$ cat src/pci_err_cfg.svh
// offsets, field positions, reset values and timing counts of the error unit
`ifndef PCI_ERR_CFG_SVH
`define PCI_ERR_CFG_SVH
`define PE_AW 8
`define PE_OFS_MIRROR 8'h00
`define PE_OFS_STAT_SET 8'h04
`define PE_OFS_STAT_CLR 8'h08
`define PE_OFS_HOST_EN 8'h0c
`define PE_OFS_LOCAL_EN 8'h10
// command/status register fields
`define PE_CSR_IO_EN 0
`define PE_CSR_MEM_EN 1
`define PE_CSR_MST_EN 2
`define PE_CSR_PAR_RESP 6
`define PE_CSR_SYSTEM_ERROR_PIN_ENABLE 8
`define PE_CSR_MST_PAR 24
`define PE_CSR_SIG_TABRT 27
`define PE_CSR_RCV_TABRT 28
`define PE_CSR_RCV_MABRT 29
`define PE_CSR_SIG_SERR 30
`define PE_CSR_DET_PAR 31
`define PE_CSR_CMD_MASK 32'h0000_0147
`define PE_CSR_STAT_MASK 32'hf900_0000
`define PE_CSR_RESET 32'h0000_0000
// internal status register fields
`define PE_IST_W 5
`define PE_IST_SOFT 0
`define PE_IST_PERR 1
`define PE_IST_SERR 2
`define PE_IST_MABRT 3
`define PE_IST_TABRT 4
`define PE_IST_RESET 5'h00
`define PE_EN_RESET 5'h00
// perr pin stays driven for this many link clock edges after the error
`define PE_PERR_HOLD 2'h2
`define PE_SERR_HOLD 2'h1
`endif

$ cat src/pci_err_pkg.sv
// types shared by the error unit
package pci_err_pkg;
  typedef enum logic [1:0] {
    ST_RUN,
    ST_BUS_END,
    ST_LOCAL_END,
    ST_HALT
  } term_state_t;
  typedef logic [3:0] byte_en_t;
endpackage : pci_err_pkg

$ cat src/pin_sync.sv
// two-stage pin synchroniser
`timescale 1ns/10ps
`default_nettype none
module pin_sync #(
  parameter int W = 1
) (
  input wire logic i_clk,
  input wire logic i_arst_n,
  // asynchronous pins and their synchronised copies
  input wire logic [W-1:0] i_async,
  output logic [W-1:0] o_sync
);
  genvar g;
  generate
    for (g = 0; g < W; g = g + 1)
    begin : g_bit
      logic meta_r;
      logic sync_r;
      always_ff @(posedge i_clk or negedge i_arst_n)
      begin
        if (!i_arst_n)
        begin
          meta_r <= 1'b1;
          sync_r <= 1'b1;
        end
        else
        begin
          meta_r <= i_async[g];
          sync_r <= meta_r;
        end
      end
      assign o_sync[g] = sync_r;
    end
  endgenerate
endmodule : pin_sync
`default_nettype wire

$ cat src/axil_regif.sv
// axi4-lite slave front end: one write and one read at a time
`include "pci_err_cfg.svh"
`timescale 1ns/10ps
`default_nettype none
module axil_regif (
  input wire logic i_clk,
  input wire logic i_arst_n,
  // axi4-lite write channels
  input wire logic [`PE_AW-1:0] i_awaddr,
  input wire logic i_awvalid,
  output logic o_awready,
  input wire logic [31:0] i_wdata,
  input wire logic [3:0] i_wstrb,
  input wire logic i_wvalid,
  output logic o_wready,
  output logic [1:0] o_bresp,
  output logic o_bvalid,
  input wire logic i_bready,
  // axi4-lite read channels
  input wire logic [`PE_AW-1:0] i_araddr,
  input wire logic i_arvalid,
  output logic o_arready,
  output logic [31:0] o_rdata,
  output logic [1:0] o_rresp,
  output logic o_rvalid,
  input wire logic i_rready,
  // register side
  output logic o_wr,
  output logic [`PE_AW-1:0] o_wr_addr,
  output logic [31:0] o_wr_data,
  output logic [3:0] o_wr_strb,
  input wire logic i_wr_hit,
  output logic [`PE_AW-1:0] o_rd_addr,
  input wire logic [31:0] i_rd_data,
  input wire logic i_rd_hit
);
  logic aw_full_r;
  logic w_full_r;
  assign o_awready = !aw_full_r && !o_bvalid;
  assign o_wready = !w_full_r && !o_bvalid;
  assign o_arready = !o_rvalid;
  assign o_rd_addr = i_araddr;
  // the write fires in the cycle that both halves are held
  assign o_wr = aw_full_r && w_full_r && !o_bvalid;

  always_ff @(posedge i_clk or negedge i_arst_n)
  begin
    if (!i_arst_n)
    begin
      aw_full_r <= 1'b0;
      w_full_r <= 1'b0;
      o_wr_addr <= '0;
      o_wr_data <= 32'h0000_0000;
      o_wr_strb <= 4'h0;
      o_bvalid <= 1'b0;
      o_bresp <= 2'h0;
    end
    else
    begin
      if (i_awvalid && o_awready)
      begin
        aw_full_r <= 1'b1;
        o_wr_addr <= i_awaddr;
      end
      if (i_wvalid && o_wready)
      begin
        w_full_r <= 1'b1;
        o_wr_data <= i_wdata;
        o_wr_strb <= i_wstrb;
      end
      if (o_wr)
      begin
        aw_full_r <= 1'b0;
        w_full_r <= 1'b0;
        o_bvalid <= 1'b1;
        o_bresp <= i_wr_hit ? 2'h0 : 2'h2;
      end
      else if (o_bvalid && i_bready)
        o_bvalid <= 1'b0;
    end
  end

  always_ff @(posedge i_clk or negedge i_arst_n)
  begin
    if (!i_arst_n)
    begin
      o_rvalid <= 1'b0;
      o_rdata <= 32'h0000_0000;
      o_rresp <= 2'h0;
    end
    else if (i_arvalid && o_arready)
    begin
      o_rvalid <= 1'b1;
      o_rdata <= i_rd_hit ? i_rd_data : 32'h0000_0000;
      o_rresp <= i_rd_hit ? 2'h0 : 2'h2;
    end
    else if (o_rvalid && i_rready)
      o_rvalid <= 1'b0;
  end
endmodule : axil_regif
`default_nettype wire

$ cat src/pci_err_status.sv
// error detection, status reporting and interrupts of the pci agent
//
// The address map and the AXI4-Lite slave port were left to the implementer.
`include "pci_err_cfg.svh"
`timescale 1ns/10ps
`default_nettype none
// Function
// - byte enables for 1 to 4 byte accesses
// - words align to 00, halfwords to 0
// - target any address, master word aligned
// - master parity flag on read error or perr
// - detected flag: master read, target write, address
// - perr pin needs enable and flag, held two clocks
// - parity errors never abort
// - system flag: address error, perr or target abort
// - serr pin on enable and flag, sets signaled bit
// - after serr the unit halts until reset
// - master abort ends bus and local sides cleanly
// - target abort ends like a master abort
// - retry reissues from first undone word, silently
// - csr via host config and local mirror
// - csr status set by hardware, write one clears
// - five-bit status, set and clear ports read it
// - status reached only through those ports
// - status and csr bits never affect each other
// - enabled status bits raise host and local irqs
// - flag own master abort and issued target abort
// - flag data parity and system error exceptions
// - logic follows the link clock, at most 33 mhz
module pci_err_status
  import pci_err_pkg::*;
(
  input wire logic i_clk,
  input wire logic i_arst_n,
  // link pins
  input wire logic i_link_clk,
  input wire logic i_parity_error_pin_n,
  output logic o_parity_error_pin_n,
  output logic o_parity_error_pin_oe_n,
  output logic o_system_error_pin_n,
  output logic o_system_error_pin_oe_n,
  output logic o_host_interrupt_pin_n,
  output logic o_host_interrupt_pin_oe_n,
  output logic o_frame_release,
  output logic o_initiator_ready_force,
  // bus engine events, one-cycle pulses unless noted
  input wire logic i_mst_active,
  input wire logic i_mst_read,
  input wire logic i_tgt_active,
  input wire logic i_tgt_read,
  input wire logic i_data_parity_bad,
  input wire logic i_addr_parity_bad,
  input wire logic i_mst_abort,
  input wire logic i_tgt_abort_rcvd,
  input wire logic i_tgt_abort_issued,
  input wire logic i_retry,
  input wire logic i_disconnect,
  input wire logic i_mst_start,
  input wire logic [31:0] i_mst_addr,
  input wire logic i_mst_word_done,
  input wire logic i_burst_done,
  // target access byte lanes
  input wire logic [1:0] i_tgt_addr_lo,
  input wire logic [1:0] i_tgt_size,
  output byte_en_t o_tgt_be,
  output logic o_tgt_misaligned,
  // master engine control
  output logic [31:0] o_mst_addr,
  output logic o_reissue,
  output logic [31:0] o_reissue_addr,
  output logic o_local_ready,
  output logic o_halted,
  output logic o_local_irq,
  // host configuration access to the command/status register
  input wire logic i_cfg_wr,
  input wire logic [3:0] i_cfg_be,
  input wire logic [31:0] i_cfg_wdata,
  output logic [31:0] o_cfg_rdata,
  // axi4-lite register bus
  input wire logic [`PE_AW-1:0] i_awaddr,
  input wire logic i_awvalid,
  output logic o_awready,
  input wire logic [31:0] i_wdata,
  input wire logic [3:0] i_wstrb,
  input wire logic i_wvalid,
  output logic o_wready,
  output logic [1:0] o_bresp,
  output logic o_bvalid,
  input wire logic i_bready,
  input wire logic [`PE_AW-1:0] i_araddr,
  input wire logic i_arvalid,
  output logic o_arready,
  output logic [31:0] o_rdata,
  output logic [1:0] o_rresp,
  output logic o_rvalid,
  input wire logic i_rready
);
  logic [1:0] sync_out;
  logic link_clk_s;
  logic perr_in_n_s;
  logic link_clk_d_r;
  logic link_rise;
  logic wr;
  logic [`PE_AW-1:0] wr_addr;
  logic [31:0] wr_data;
  logic [3:0] wr_strb;
  logic wr_hit;
  logic [`PE_AW-1:0] rd_addr;
  logic [31:0] rd_data;
  logic rd_hit;
  logic [31:0] csr_cmd_r;
  logic [31:0] csr_stat_r;
  logic [31:0] csr_stat_set;
  logic [31:0] csr_stat_clr;
  logic [31:0] cfg_mask;
  logic [31:0] axi_mask;
  logic [`PE_IST_W-1:0] ist_r;
  logic [`PE_IST_W-1:0] ist_hw_set;
  logic [`PE_IST_W-1:0] host_en_r;
  logic [`PE_IST_W-1:0] local_en_r;
  logic [1:0] perr_cnt_r;
  logic [1:0] serr_cnt_r;
  logic sys_flag_r;
  logic mst_rd_perr;
  logic tgt_wr_perr;
  logic perr_pin_seen;
  logic data_perr;
  logic par_resp;
  logic serr_fire;
  logic term_start;
  logic run;
  logic [31:0] mst_base_r;
  logic [29:0] words_done_r;
  term_state_t state_r;
  term_state_t state_nxt;

  // link clock and perr pass the synchroniser
  pin_sync #(
    .W(2)
  ) u_sync (
    .i_clk(i_clk),
    .i_arst_n(i_arst_n),
    .i_async({i_link_clk, i_parity_error_pin_n}),
    .o_sync(sync_out)
  );
  assign link_clk_s = sync_out[1];
  assign perr_in_n_s = sync_out[0];

  always_ff @(posedge i_clk or negedge i_arst_n)
  begin
    if (!i_arst_n)
      link_clk_d_r <= 1'b1;
    else
      link_clk_d_r <= link_clk_s;
  end
  // pin timing counts link clock edges, never system cycles
  assign link_rise = link_clk_s && !link_clk_d_r;

  axil_regif u_regif (
    .i_clk(i_clk),
    .i_arst_n(i_arst_n),
    .i_awaddr(i_awaddr),
    .i_awvalid(i_awvalid),
    .o_awready(o_awready),
    .i_wdata(i_wdata),
    .i_wstrb(i_wstrb),
    .i_wvalid(i_wvalid),
    .o_wready(o_wready),
    .o_bresp(o_bresp),
    .o_bvalid(o_bvalid),
    .i_bready(i_bready),
    .i_araddr(i_araddr),
    .i_arvalid(i_arvalid),
    .o_arready(o_arready),
    .o_rdata(o_rdata),
    .o_rresp(o_rresp),
    .o_rvalid(o_rvalid),
    .i_rready(i_rready),
    .o_wr(wr),
    .o_wr_addr(wr_addr),
    .o_wr_data(wr_data),
    .o_wr_strb(wr_strb),
    .i_wr_hit(wr_hit),
    .o_rd_addr(rd_addr),
    .i_rd_data(rd_data),
    .i_rd_hit(rd_hit)
  );

  // byte lane masks for host config writes and for axi writes
  function automatic logic [31:0] lane_mask(input logic [3:0] be);
    lane_mask = {{8{be[3]}}, {8{be[2]}}, {8{be[1]}}, {8{be[0]}}};
  endfunction : lane_mask
  assign cfg_mask = lane_mask(i_cfg_be);
  assign axi_mask = lane_mask(wr_strb);

  // event decode; a halted unit ignores all further parity, abort, retry and disconnect events
  assign run = (state_r != ST_HALT);
  assign mst_rd_perr = run && i_mst_active && i_mst_read && i_data_parity_bad;
  assign tgt_wr_perr = run && i_tgt_active && !i_tgt_read
    && i_data_parity_bad;
  assign perr_pin_seen = run && link_rise && !perr_in_n_s && i_mst_active;
  assign data_perr = mst_rd_perr || tgt_wr_perr;
  assign par_resp = csr_cmd_r[`PE_CSR_PAR_RESP];

  // command bits: host config and mirror writes, byte lanes honoured
  always_ff @(posedge i_clk or negedge i_arst_n)
  begin
    if (!i_arst_n)
      csr_cmd_r <= `PE_CSR_RESET;
    else if (i_cfg_wr)
      csr_cmd_r <= (csr_cmd_r & ~(cfg_mask & `PE_CSR_CMD_MASK))
        | (i_cfg_wdata & cfg_mask & `PE_CSR_CMD_MASK);
    else if (wr && wr_addr == `PE_OFS_MIRROR)
      csr_cmd_r <= (csr_cmd_r & ~(axi_mask & `PE_CSR_CMD_MASK))
        | (wr_data & axi_mask & `PE_CSR_CMD_MASK);
  end

  // status bits of the command/status register
  always_comb
  begin
    csr_stat_set = 32'h0000_0000;
    csr_stat_set[`PE_CSR_MST_PAR] = mst_rd_perr
      || (perr_pin_seen && !i_mst_read);
    csr_stat_set[`PE_CSR_DET_PAR] = data_perr
      || (run && i_addr_parity_bad);
    csr_stat_set[`PE_CSR_SIG_SERR] = serr_fire;
    csr_stat_set[`PE_CSR_RCV_MABRT] = run && i_mst_active
      && i_mst_abort;
    csr_stat_set[`PE_CSR_RCV_TABRT] = run && i_mst_active
      && i_tgt_abort_rcvd;
    csr_stat_set[`PE_CSR_SIG_TABRT] = run && i_tgt_abort_issued;
    csr_stat_clr = 32'h0000_0000;
    if (i_cfg_wr)
      csr_stat_clr = i_cfg_wdata & cfg_mask;
    if (wr && wr_addr == `PE_OFS_MIRROR)
      csr_stat_clr = csr_stat_clr | (wr_data & axi_mask);
  end

  // writes only clear; a hardware set in the same cycle wins
  always_ff @(posedge i_clk or negedge i_arst_n)
  begin
    if (!i_arst_n)
      csr_stat_r <= `PE_CSR_RESET;
    else
      csr_stat_r <= ((csr_stat_r & ~csr_stat_clr) | csr_stat_set)
        & `PE_CSR_STAT_MASK;
  end

  // internal status: ports and own events only
  always_comb
  begin
    ist_hw_set = `PE_IST_RESET;
    ist_hw_set[`PE_IST_PERR] = data_perr;
    ist_hw_set[`PE_IST_SERR] = (run && i_mst_active && i_tgt_abort_rcvd)
      || (run && i_addr_parity_bad);
    ist_hw_set[`PE_IST_MABRT] = run && i_mst_active && i_mst_abort;
    ist_hw_set[`PE_IST_TABRT] = run && i_tgt_abort_issued;
  end

  // csr writes never touch this register
  always_ff @(posedge i_clk or negedge i_arst_n)
  begin
    if (!i_arst_n)
      ist_r <= `PE_IST_RESET;
    else if (wr && wr_addr == `PE_OFS_STAT_SET && wr_strb[0])
      ist_r <= ist_r | wr_data[`PE_IST_W-1:0] | ist_hw_set;
    else if (wr && wr_addr == `PE_OFS_STAT_CLR && wr_strb[0])
      ist_r <= (ist_r & ~wr_data[`PE_IST_W-1:0]) | ist_hw_set;
    else
      ist_r <= ist_r | ist_hw_set;
  end

  // interrupt enables, one per destination
  always_ff @(posedge i_clk or negedge i_arst_n)
  begin
    if (!i_arst_n)
    begin
      host_en_r <= `PE_EN_RESET;
      local_en_r <= `PE_EN_RESET;
    end
    else if (wr && wr_strb[0])
    begin
      if (wr_addr == `PE_OFS_HOST_EN)
        host_en_r <= wr_data[`PE_IST_W-1:0];
      if (wr_addr == `PE_OFS_LOCAL_EN)
        local_en_r <= wr_data[`PE_IST_W-1:0];
    end
  end

  // register read mux; both set and clear ports read the internal status
  always_comb
  begin
    rd_hit = 1'b1;
    rd_data = 32'h0000_0000;
    case (rd_addr)
      `PE_OFS_MIRROR: rd_data = csr_cmd_r | csr_stat_r;
      `PE_OFS_STAT_SET: rd_data[`PE_IST_W-1:0] = ist_r;
      `PE_OFS_STAT_CLR: rd_data[`PE_IST_W-1:0] = ist_r;
      `PE_OFS_HOST_EN: rd_data[`PE_IST_W-1:0] = host_en_r;
      `PE_OFS_LOCAL_EN: rd_data[`PE_IST_W-1:0] = local_en_r;
      default: rd_hit = 1'b0;
    endcase
  end
  assign wr_hit = (wr_addr == `PE_OFS_MIRROR)
    || (wr_addr == `PE_OFS_STAT_SET) || (wr_addr == `PE_OFS_STAT_CLR)
    || (wr_addr == `PE_OFS_HOST_EN) || (wr_addr == `PE_OFS_LOCAL_EN);

  always_ff @(posedge i_clk or negedge i_arst_n)
  begin
    if (!i_arst_n)
      o_cfg_rdata <= 32'h0000_0000;
    else
      o_cfg_rdata <= csr_cmd_r | csr_stat_r;
  end

  // perr pin: response must be enabled and the detected flag raised
  always_ff @(posedge i_clk or negedge i_arst_n)
  begin
    if (!i_arst_n)
      perr_cnt_r <= 2'h0;
    else if (data_perr && par_resp)
      perr_cnt_r <= `PE_PERR_HOLD;
    else if (link_rise && perr_cnt_r != 2'h0)
      perr_cnt_r <= perr_cnt_r - 2'h1;
  end

  always_ff @(posedge i_clk or negedge i_arst_n)
  begin
    if (!i_arst_n)
    begin
      o_parity_error_pin_n <= 1'b1;
      o_parity_error_pin_oe_n <= 1'b1;
    end
    else
    begin
      o_parity_error_pin_n <= 1'b0;
      o_parity_error_pin_oe_n <= !(perr_cnt_r != 2'h0 && par_resp
        && csr_stat_r[`PE_CSR_DET_PAR]);
    end
  end

  // internal system error flag holds until reset
  always_ff @(posedge i_clk or negedge i_arst_n)
  begin
    if (!i_arst_n)
      sys_flag_r <= 1'b0;
    else if ((run && i_addr_parity_bad && par_resp) || perr_pin_seen
      || (run && i_mst_active && i_tgt_abort_rcvd))
      sys_flag_r <= 1'b1;
  end

  // serr is driven for one link clock period; the unit halts as soon as it fires
  assign serr_fire = run && sys_flag_r && csr_cmd_r[`PE_CSR_SYSTEM_ERROR_PIN_ENABLE]
    && serr_cnt_r == 2'h0;
  always_ff @(posedge i_clk or negedge i_arst_n)
  begin
    if (!i_arst_n)
      serr_cnt_r <= 2'h0;
    else if (serr_fire)
      serr_cnt_r <= `PE_SERR_HOLD;
    else if (link_rise && serr_cnt_r != 2'h0)
      serr_cnt_r <= serr_cnt_r - 2'h1;
  end

  always_ff @(posedge i_clk or negedge i_arst_n)
  begin
    if (!i_arst_n)
    begin
      o_system_error_pin_n <= 1'b1;
      o_system_error_pin_oe_n <= 1'b1;
    end
    else
    begin
      o_system_error_pin_n <= 1'b0;
      o_system_error_pin_oe_n <= !(serr_cnt_r != 2'h0);
    end
  end

  // abort termination; parity errors deliberately do not enter here
  assign term_start = run && i_mst_active
    && (i_mst_abort || i_tgt_abort_rcvd);
  always_comb
  begin
    state_nxt = state_r;
    case (state_r)
      ST_RUN:
        if (serr_fire)
          state_nxt = ST_HALT;
        else if (term_start)
          state_nxt = ST_BUS_END;
      ST_BUS_END:
        if (serr_fire)
          state_nxt = ST_HALT;
        else if (link_rise)
          state_nxt = i_burst_done ? ST_RUN : ST_LOCAL_END;
      ST_LOCAL_END:
        if (serr_fire)
          state_nxt = ST_HALT;
        else if (i_burst_done)
          state_nxt = ST_RUN;
      ST_HALT:
        state_nxt = ST_HALT;
      default:
        state_nxt = ST_RUN;
    endcase
  end

  always_ff @(posedge i_clk or negedge i_arst_n)
  begin
    if (!i_arst_n)
      state_r <= ST_RUN;
    else
      state_r <= state_nxt;
  end

  // bus side ends in one link period; local ready to burst end
  assign o_frame_release = (state_r == ST_BUS_END);
  assign o_initiator_ready_force = (state_r == ST_BUS_END);
  assign o_local_ready = (state_r == ST_BUS_END)
    || (state_r == ST_LOCAL_END);
  assign o_halted = (state_r == ST_HALT);

  // reissue point tracking; the local requester never sees a retry
  always_ff @(posedge i_clk or negedge i_arst_n)
  begin
    if (!i_arst_n)
    begin
      mst_base_r <= 32'h0000_0000;
      words_done_r <= 30'h0000_0000;
    end
    else if (i_mst_start)
    begin
      mst_base_r <= {i_mst_addr[31:2], 2'h0};
      words_done_r <= 30'h0000_0000;
    end
    else if (i_mst_word_done)
      words_done_r <= words_done_r + 30'h0000_0001;
  end

  always_ff @(posedge i_clk or negedge i_arst_n)
  begin
    if (!i_arst_n)
    begin
      o_reissue <= 1'b0;
      o_reissue_addr <= 32'h0000_0000;
      o_mst_addr <= 32'h0000_0000;
    end
    else
    begin
      o_reissue <= run && i_mst_active && (i_retry || i_disconnect);
      o_reissue_addr <= mst_base_r + {words_done_r, 2'h0};
      o_mst_addr <= {i_mst_addr[31:2], 2'h0};
    end
  end

  // size 0..3 means 1..4 bytes from the low address
  always_ff @(posedge i_clk or negedge i_arst_n)
  begin
    if (!i_arst_n)
    begin
      o_tgt_be <= 4'h0;
      o_tgt_misaligned <= 1'b0;
    end
    else
    begin
      o_tgt_be <= 4'(({1'b0, 4'hf} >> (3'h3 - {1'b0, i_tgt_size}))
        << i_tgt_addr_lo);
      o_tgt_misaligned <= (i_tgt_size == 2'h3 && i_tgt_addr_lo != 2'h0)
        || (i_tgt_size == 2'h1 && i_tgt_addr_lo[0])
        || ({1'b0, i_tgt_size} + {1'b0, i_tgt_addr_lo} > 3'h3);
    end
  end

  // interrupts are levels that follow the enabled status bits
  always_ff @(posedge i_clk or negedge i_arst_n)
  begin
    if (!i_arst_n)
    begin
      o_host_interrupt_pin_oe_n <= 1'b1;
      o_local_irq <= 1'b0;
    end
    else
    begin
      o_host_interrupt_pin_oe_n <= !(|(ist_r & host_en_r));
      o_local_irq <= |(ist_r & local_en_r);
    end
  end
  assign o_host_interrupt_pin_n = 1'b0;
endmodule : pci_err_status
`default_nettype wire

$ cat config.mk
export PLATFORM = sky130hd
export DESIGN_NAME = pci_err_status
export DESIGN_NICKNAME = d
export VERILOG_FILES = /design/src/pci_err_pkg.sv /design/src/pin_sync.sv /design/src/axil_regif.sv /design/src/pci_err_status.sv
export VERILOG_INCLUDE_DIRS = /design/src /design/src/src
export SDC_FILE = /design/constraint.sdc
export NUM_CORES = 1
export LEC_CHECK = 0
export BUFFER_PORTS_ARGS = -buffer_cell sky130_fd_sc_hd__buf_4
export CORE_AREA = 2 2 140 142
export DETAILED_ROUTE_END_ITERATION = 7
export DIE_AREA = 0 0 142 144
export PLACE_DENSITY = 0.95
export SLEW_MARGIN = 0
export SYNTH_ARGS = -nofsm -noshare
export SYNTH_HDL_FRONTEND = slang
export SYNTH_SLANG_ARGS = --single-unit
$ cat constraint.sdc
create_clock -name i_clk -period 4.7 [get_ports i_clk]
set_input_delay 0.47 -clock i_clk [delete_from_list [all_inputs] [get_ports i_clk]]
set_output_delay 0.47 -clock i_clk [all_outputs]
set_load 0.02 [all_outputs]
-- Word level (Yosys, flattened, before mapping)
Cells that the tools add are included.
- $add $sub $neg: 6
- order comparisons: 1
- eq/ne operators: 17
- shift operators: 2
- mux-type cells: 34
- bitwise operators: 21
- reductions and logical operators: 91
- operators by type and width (kind ; count):
    32-bit bitwise AND ; 5
    32-bit two-way mux ; 5
    32-bit bitwise OR ; 3
    9-bit NOT with 32-bit output ; 2
    32-bit by 9-bit bitwise OR with 32-bit output ; 2
    30-bit two-way mux ; 2
    1-bit logical AND ; 43
    32-bit adder ; 1
    8-bit by 4-bit equality test with 1-bit output (second input constant) ; 4
    32-bit NOT ; 1
    30-bit by 1-bit adder with 30-bit output (second input constant) ; 1
    27-bit two-way mux ; 1
    2-bit two-way mux ; 13
    2-bit nonzero test ; 11
    5-bit bitwise OR ; 4
    5-bit case mux with 4 select lines ; 1
    8-bit by 3-bit equality test with 1-bit output (second input constant) ; 2
    8-bit by 5-bit equality test with 1-bit output (second input constant) ; 2
    8-bit zero test ; 2
    5-bit bitwise AND ; 3
    1-bit logical OR ; 15
    5-bit OR reduction ; 3
    1-bit zero test ; 11
    5-bit two-way mux ; 2
    other kinds (18) ; 33
- register bits after elaboration: 314
- bits of input ports: 148
- logic and storage cells: 209

-- Longest topological paths before layout
Gate-level depths: netlist (run 1).
- word-level depth: 8
- gate-level depth with buffers: 9
- depth with buffers taken out: 9

-- By module
Synthesis (run 1) repeated with hierarchy kept, for this count alone.
- cell total of the unflattened synthesis: 1059
- area, all modules: 12258.0 um2
- by module, submodules not included (module ; instances ; cells each ; area an instance (um2) ; sequential area each (um2)):
    pci_err_status ; 1 ; 788 ; 8583.2 ; 4410.5
    axil_regif ; 1 ; 265 ; 3554.7 ; 2052.0
    pin_sync ; 1 ; 6 ; 120.1 ; 105.1

-- Worst setup path before layout (run 1)
Ideal clock, no wire load.
- kind: flip-flop to flip-flop
- from: register words_done_r[10]
- to: register o_reissue_addr[30]
- library setup time: 0.080 ns
- data arrival time: 2.066 ns
- data required time: 4.620 ns
- slack: 2.555 ns
- cell stages (with the launch flop): 9
- buffers on the path: 1
- cell sequence: dfrtp_1 > ha_1 > clkbuf_1 > and4_1 > nand2_1 > o21ai_0 > or3_1 > a2111oi_2 > xnor2_1
- longest elaborated chain between the ends: 1
- ends and longest elaborated chain (element ; line ; text):
    start: declaration ; pci_err_status.sv:133 ; logic [29:0] words_done_r;
    start signal: assignment ; pci_err_status.sv:437 ; words_done_r <= words_done_r + 30'h0000_0001;
    32-bit adder ; pci_err_status.sv:451 ; o_reissue_addr <= mst_base_r + {words_done_r, 2'h0};
    end signal: assignment ; pci_err_status.sv:451 ;
    end: declaration ; pci_err_status.sv:70 ; output logic [31:0] o_reissue_addr,
No other way between the ends.
A chain may end at the register's enable or synchronous reset.

-- Final worst setup path (run 1)
- from: register words_done_r[14]
- to: register o_reissue_addr[29]
Same word-level chain as after synthesis.

==> impl_results.md, run 1 <==
- Run status: finished with violations
- Failing checks: negative hold slack
- TritonCTS clock tree: done
- Boundary Pins: 302
- Post-Place Cell Area: 0.0121 mm2
- Post-CTS Resized: 0
- Fin crit share: 61.6%
- Design Area, Final: 0.0128 mm2
- Most instantiated flip-flop cell in the synthesis netlist: sky130_fd_sc_hd__dfrtp_1
- Total clock buffers created by CTS: 24
- Floorplan row count: 51
- Synth Area per Inst: 11.0 um2
- Number of optimization iterations in the first detailed-route pass: 7
- Sequential share of the synthesized area: 53.6%
- Number of diodes: 0
- Critical Path Fanout Max: 7
- Buffers on Ports: 210
- Vias in the first global route: 7788
- CP max stage delay: 0.55 ns
- Count of fill cells added during filler insertion: 1380
- Placeable core area: 0.0191 mm2
- Slack of the critical path: 1.80 ns
- Critical path launch point type: flip-flop
- Worst slew pin tran: 0.961 ns
- # hold bufs at CTS: 0
- Ratio of cells with drive above 1 in the final layout: 27.4%
- WP buf/inv: 0
- Post-synthesis instance total: 950
- Wirelength, routed: 25200 um
- Critical Path RT: 5.06 ns
- Largest net degree at the start of global routing: 114
- Cell Area, Synth: 0.0104 mm2
- Data arrival time of the worst path: 3.26 ns
- Setup repair after global routing missed its margin: false
- Number of flops mapped to enable cells by yosys: 0
- Setup TNS: 0 ns
- Leakage Power: 6.08 nW
- RD Place Congestion: 0.889
- Effective utilization at floorplan: 54.7%
- Power density normalized to cell area: 426 mW/mm2
- Global route overflow: 0
- Count of synthesis-stage warnings from yosys: 0
- Tightest slew margin relative to the limit: 36.0%
- Final antenna-violating net count: 0
- Seq. cell area: 0.00559 mm2
- Final-report setup violation count: 0
- Total power after layout: 5.47 mW
- Critical Setup Path Class: reg -> reg
- 1st-iter DRT viols: 500
- Proportion of synthesized flip-flops having asynchronous set or reset: 100%
- Clk slew on worst S/H paths: 0.06 ns
- Final Hold Slack: -0.0477 ns
- Minimum period implied by the final worst setup slack: 2.90 ns
- Routed len/inst: 17.8 um
- Vertical extent of the die: 144 um
- Number of remaining DRC errors: 0
- Via total after detailed routing: 7951
- Number of clock sinks seen by CTS: 223
- Via-to-Cell Ratio: 5.62
- Count of final hold-check violations: 18
- Cell family with the largest share of critical-path delay: compound AO/OA/AOI/OAI gates
- Layout Utilization: 67.3%
- Final-report max-slew violation count: 0
- Post-layout instance count excluding filler cells: 1416
- Die X-Extent: 142 um
- Class of the tightest hold or removal check: in -> async
- Slowest CP cell: sky130_fd_sc_hd__nor4_1
- Final nets: 1346
- Area occupied by multi-input gates: 0.00443 mm2
- Signed area change from the synthesized netlist to the final layout: 23.1%
- Pre-CTS setup slack: 1.96 ns
- Count of H-tree levels built during CTS: 1
- Number of distinct library cell variants in the gate-level netlist after synthesis: 64
- Crit path capture type: flip-flop
- Number of register bits inferred by synthesis: 223
- Worst Clk Skew: 0.0154 ns
- Timing-limited maximum frequency: 345 MHz
- Number of maximum-capacitance violations: 0
- Placed cell count: 1372
- Initial antenna violation count: 0
- Total routing resource utilization after global routing: 24.0%
- Highest ir drop seen on vdd: 268 uV
- Die Outline Area: 0.0204 mm2
- Total half-perimeter wirelength after legalization and detailed placement: 18200 um
- Crit path cell chain: ha_1, nand2_1, nor4_1, a21boi_0, o21ai_0, o311ai_0
- Post-CTS Repair Setup Buffers: 0
- Global-route wire length before repair: 39000 um
- Clock root buffer: sky130_fd_sc_hd__clkbuf_16
- CTS max path bufs: 3
- Latest clock arrival within the worst-skew pair: 0.52 ns
-- layout make-up --
| cell class | count | area share (%) |
|---|---|---|
| Tap cell | 238 | 2.32 |
| Timing Repair Buffer | 212 | 12.5 |
| Inverter | 31 | 0.906 |
| Multi-Input combinational cell | 668 | 34.5 |
| Clock buffer | 30 | 5.08 |
| Sequential cell | 223 | 43.5 |
| Clock inverter | 14 | 1.13 |
-- state kept, by name (all words and copies together) (netlist names), 3 cells and up, named ones only --
name               cells
u_regif.o_rdata       13
csr_stat_r             6
o_tgt_be               4
o_cfg_rdata           11
mst_base_r            30
words_done_r          30
u_regif.o_wr_addr      8
u_regif.o_wr_data     13
host_en_r              5
o_reissue_addr        30
u_regif.o_wr_strb      3
o_mst_addr            30
ist_r                  4
local_en_r             5
-- cell usage in the layout (no fill, tap or decap), drive strengths merged, types with 6 or more instances in the layout --
cell type,n
dfrtp,214
nand2b,7
xnor2,30
xor2,21
conb,48
dfstp,9
clkinv,11
nand3,26
a21oi,41
a22o,8
o211ai,10
or3,7
buf,212
ha,37
nor3,13
clkbuf,30
o21ai,62
a211oi,12
nand2,88
mux2,51
mux2i,11
nand4,15
inv,31
and4,6
a21o,10
and2,10
nor2,60
nor2b,10
and3,14
-- power breakdown --
part	switching, mW	total (mW)	leakage (nW)	internal, mW
Combinational	0.665	1.18	2.98	0.520
Sequential	0.198	2.41	2.70	2.22
Clock	0.771	1.87	0.398	1.10
-- routing by layer --
layer	share of wire, %	track usage, %	vias up
met1	37	27.6	3839
li1	-	-	3688
met4	4.2	9.63	0
met5	0	0	-
met3	6.7	4.67	77
met2	52	44.0	347
-- cell families (layout without fill, tap and decap cells) --
logic type                 after synthesis  count (layout)  share of synthesized area [%]
AOI/OAI and AO/OA                      198             198                           12.5
buffers and inverters                  106             287                           5.62
xor gates and xnor gates                51              51                           4.28
muxes                                   62              62                           6.56
and+or+nand+nor                        271             271                           12.8
other                                    1              48                         0.0359
DFF                                    223             223                           53.6
adders and majority gates               38              38                           4.63
-- path summary, 6_finish.rpt --
path	from	to	slack (ns)	depth (start not counted)
max	words_done_r[14]	o_reissue_addr[29]	1.80	6
min	i_arst_n	u_regif.o_rdata[27]	-0.05	1
max in group asynchronous	i_arst_n	mst_base_r[6]	3.60	2
min in group i_clk	i_link_clk	u_sync.g_bit[1].meta_r	0.05	1
max reg2reg	words_done_r[14]	o_reissue_addr[29]	1.80	6
min reg2reg	u_sync.g_bit[1].meta_r	u_sync.g_bit[1].sync_r	0.36	0
-- Yosys cell counts (11+ instances only) --
| master | instances | area share [%] |
|---|---|---|
| sky130_fd_sc_hd__clkbuf_1 | 21 | 0.76 |
| sky130_fd_sc_hd__nand4_1 | 15 | 0.90 |
| sky130_fd_sc_hd__mux2i_1 | 11 | 1.1 |
| sky130_fd_sc_hd__nand2_1 | 88 | 3.2 |
| sky130_fd_sc_hd__o21ai_0 | 62 | 3.0 |
| sky130_fd_sc_hd__nor3_1 | 12 | 0.58 |
| sky130_fd_sc_hd__a211oi_1 | 12 | 0.86 |
| sky130_fd_sc_hd__nor2_1 | 60 | 2.2 |
| sky130_fd_sc_hd__nand3_1 | 26 | 1.2 |
| sky130_fd_sc_hd__a21oi_1 | 40 | 1.9 |
| sky130_fd_sc_hd__xor2_1 | 21 | 1.8 |
| sky130_fd_sc_hd__mux2_2 | 51 | 5.5 |
| sky130_fd_sc_hd__xnor2_1 | 30 | 2.5 |
| sky130_fd_sc_hd__dfrtp_1 | 214 | 51 |
| sky130_fd_sc_hd__inv_1 | 31 | 1.1 |
| sky130_fd_sc_hd__and3_1 | 14 | 0.84 |
| sky130_fd_sc_hd__buf_4 | 50 | 3.6 |
| sky130_fd_sc_hd__ha_1 | 37 | 4.4 |
-- worst register-to-register path: cells and delay by family (launching register included) --
kind / cells / cell delay [ns]
adder cells (fa/ha/maj): 1 / 0.44
flip-flops: 1 / 0.45
AO/OA/AOI/OAI: 3 / 1.16
AND/OR/NAND/NOR: 2 / 0.68
Power figures use the tool's default switching activity.
==> run 2, diff against run 1 <==
- CORE_AREA: 2 2 140 142 -> 2 2 145 147
- DIE_AREA: 0 0 142 144 -> 0 0 147 149
- PLACE_DENSITY: 0.95 -> 0.9
- clock period: 4.7 -> 3 ns (I/O delays scaled with it)
==> run 2 against run 1 <==
The run now ends clean. Non-clock buffer count increased by 58. Final area increased by 5.6%. Clock power increased by 77%. Via count increased by 3.0%. Setup slack got worse by 1.5 ns. First-iteration DRC count decreased by 24%. Fmax increased by 9.4%. Clock skew decreased by 0.0065 ns. Largest power group unchanged.
==> impl_results.md, run 2 (synthesized netlist as in run 1, its figures left out) <==
- Die X-Extent: 147 um
- 1st-iter DRT viols: 380
- Total half-perimeter wirelength after legalization and detailed placement: 18700 um
- Count of final hold-check violations: 0
- Clk slew on worst S/H paths: 0.06 ns
- P_int: 6.43 mW
- Signed area change from the synthesized netlist to the final layout: 30.0%
- Routed len/inst: 17.2 um
- Final-report setup violation count: 0
- RD Place Congestion: 0.900
- Via-to-Cell Ratio: 5.41
- Part of the total power dissipated in the clock network: 36.6%
- Data arrival time of the worst path: 3.04 ns
- TritonCTS clock tree: done
- Fin crit share: 88.2%
- Class of the tightest hold or removal check: in -> reg
- Wirelength, routed: 26000 um
- Total clock buffers created by CTS: 25
- Latest clock arrival within the worst-skew pair: 0.52 ns
- Floorplan row count: 53
- Largest net degree at the start of global routing: 75
- Buffers on Ports: 210
- Timing-limited maximum frequency: 378 MHz
- Critical Path RT: 3.40 ns
- Leakage Power: 6.38 nW
- Final-report max-slew violation count: 0
- CTS max path bufs: 3
- Number of diodes: 0
- Cells on Worst Hold Path: 2
- Ratio of cells with drive above 1 in the final layout: 27.1%
- Number of maximum-capacitance violations: 0
- Most frequent cells in the layout: sky130_fd_sc_hd__buf_4, sky130_fd_sc_hd__dfrtp_1, sky130_fd_sc_hd__nand2_1, sky130_fd_sc_hd__o21ai_0, sky130_fd_sc_hd__nor2_1
- # hold bufs at CTS: 47
- Vertical extent of the die: 149 um
- Vias in the first global route: 8101
- Design Area, Final: 0.0136 mm2
- Worst Clk Skew: 0.00891 ns
- Setup TNS: 0 ns
- Leading cell type in the layout, fill and taps excluded: sky130_fd_sc_hd__buf_4
- Post-CTS Repair Setup Buffers: 0
- Global route overflow: 0
- Crit path capture type: flip-flop
- Minimum period implied by the final worst setup slack: 2.65 ns
- Post-layout instance count excluding filler cells: 1513
- Setup repair after global routing missed its margin: false
- Worst slew pin tran: 0.767 ns
- Global-route wire length before repair: 41200 um
- Post-CTS Resized: 0
- Initial antenna violation count: 0
- Sequential share of power: 41.8%
- Final antenna-violating net count: 0
- Critical Setup Path Class: reg -> reg
- Power density normalized to cell area: 666 mW/mm2
- Number of optimization iterations in the first detailed-route pass: 8
- Boundary Pins: 302
- Number of remaining DRC errors: 0
- Run status: complete, no violations
- Combinational share of power: 21.5%
- Effective utilization at floorplan: 50.8%
- Number of clock sinks seen by CTS: 223
- Worst-case reg-to-reg path depth: 7
- Critical Path Fanout Max: 5
- Placeable core area: 0.0206 mm2
- Switching power summed over all nets: 2.60 mW
- Total routing resource utilization after global routing: 23.3%
- Count of H-tree levels built during CTS: 1
- Highest ir drop seen on vdd: 448 uV
- Via total after detailed routing: 8186
- Post-Place Cell Area: 0.0122 mm2
- Sw frac: 28.8%
- Clock root buffer: sky130_fd_sc_hd__clkbuf_16
- Die Outline Area: 0.0219 mm2
- Critical path launch point type: flip-flop
- Tightest slew margin relative to the limit: 48.9%
- Placed cell count: 1420
- Total power after layout: 9.03 mW
- Final nets: 1405
[run 2: worst max-delay path, cell delays in order, from the launching register on]
cell and delay (ns):
sky130_fd_sc_hd__dfrtp_1 0.44, sky130_fd_sc_hd__ha_1 0.37, sky130_fd_sc_hd__o21ai_0 0.14, sky130_fd_sc_hd__o21ai_0 0.42
sky130_fd_sc_hd__o2111ai_1 0.23, sky130_fd_sc_hd__a21boi_0 0.28, sky130_fd_sc_hd__o21ai_0 0.25, sky130_fd_sc_hd__o311ai_0 0.39
[run 2: final cells by class]
| cell class | instances | area (um2) |
|---|---|---|
| clock buffer | 33 | 706 |
| clock inverter | 13 | 203 |
| fill | 1501 | 6990 |
| inverter | 31 | 116 |
| multi-input combinational | 668 | 4430 |
| sequential | 223 | 5590 |
| tap | 275 | 344 |
| timing repair buffer | 270 | 2180 |
[run 2: stage by stage]
step           setup WS, ns  util, %  hold slack (ns)
2_1_floorplan         0.855        -          0.00441
3_3_place_gp          0.494     59.3            0.309
3_5_place_dp          0.380     59.3            0.320
4_1_cts               0.412     66.0         0.000250
5_1_grt               0.161     66.0          0.00284
6_report              0.354     66.0           0.0135
[run 2: final timing paths]
| check | start | end | slack (ns) |
|---|---|---|---|
| setup reg to reg | words_done_r[2] | o_reissue_addr[29] | 0.35 |
| hold / removal | i_tgt_size[0] | o_tgt_misaligned | 0.01 |
| min in group asynchronous | i_arst_n | o_cfg_rdata[1] | 0.36 |
| setup / recovery | words_done_r[2] | o_reissue_addr[29] | 0.35 |
| max in group asynchronous | i_arst_n | u_sync.g_bit[1].sync_r | 1.86 |
| hold reg to reg | u_sync.g_bit[0].meta_r | u_sync.g_bit[0].sync_r | 0.36 |
[run 2: power groups by stage]
| stage | sequential, mW | clock, mW | combinational [mW] |
|---|---|---|---|
| floorplan | 3.91 | 0 | 1.04 |
| global placement | 3.80 | 0 | 1.82 |
| detailed placement | 3.82 | 0 | 1.89 |
| CTS | 3.78 | 3.37 | 1.95 |
| global route | 3.83 | 3.51 | 2.11 |
| finish | 3.78 | 3.31 | 1.95 |
[run 2: per-layer routing]
metal | vias up | GRT usage (%) | routed length, um
met4 | 0 | 6.68 | 770
met2 | 302 | 42.8 | 13400
met3 | 55 | 4.34 | 1640
li1 | 3822 | - | -
met1 | 4007 | 28.0 | 10100
met5 | - | 0 | 0
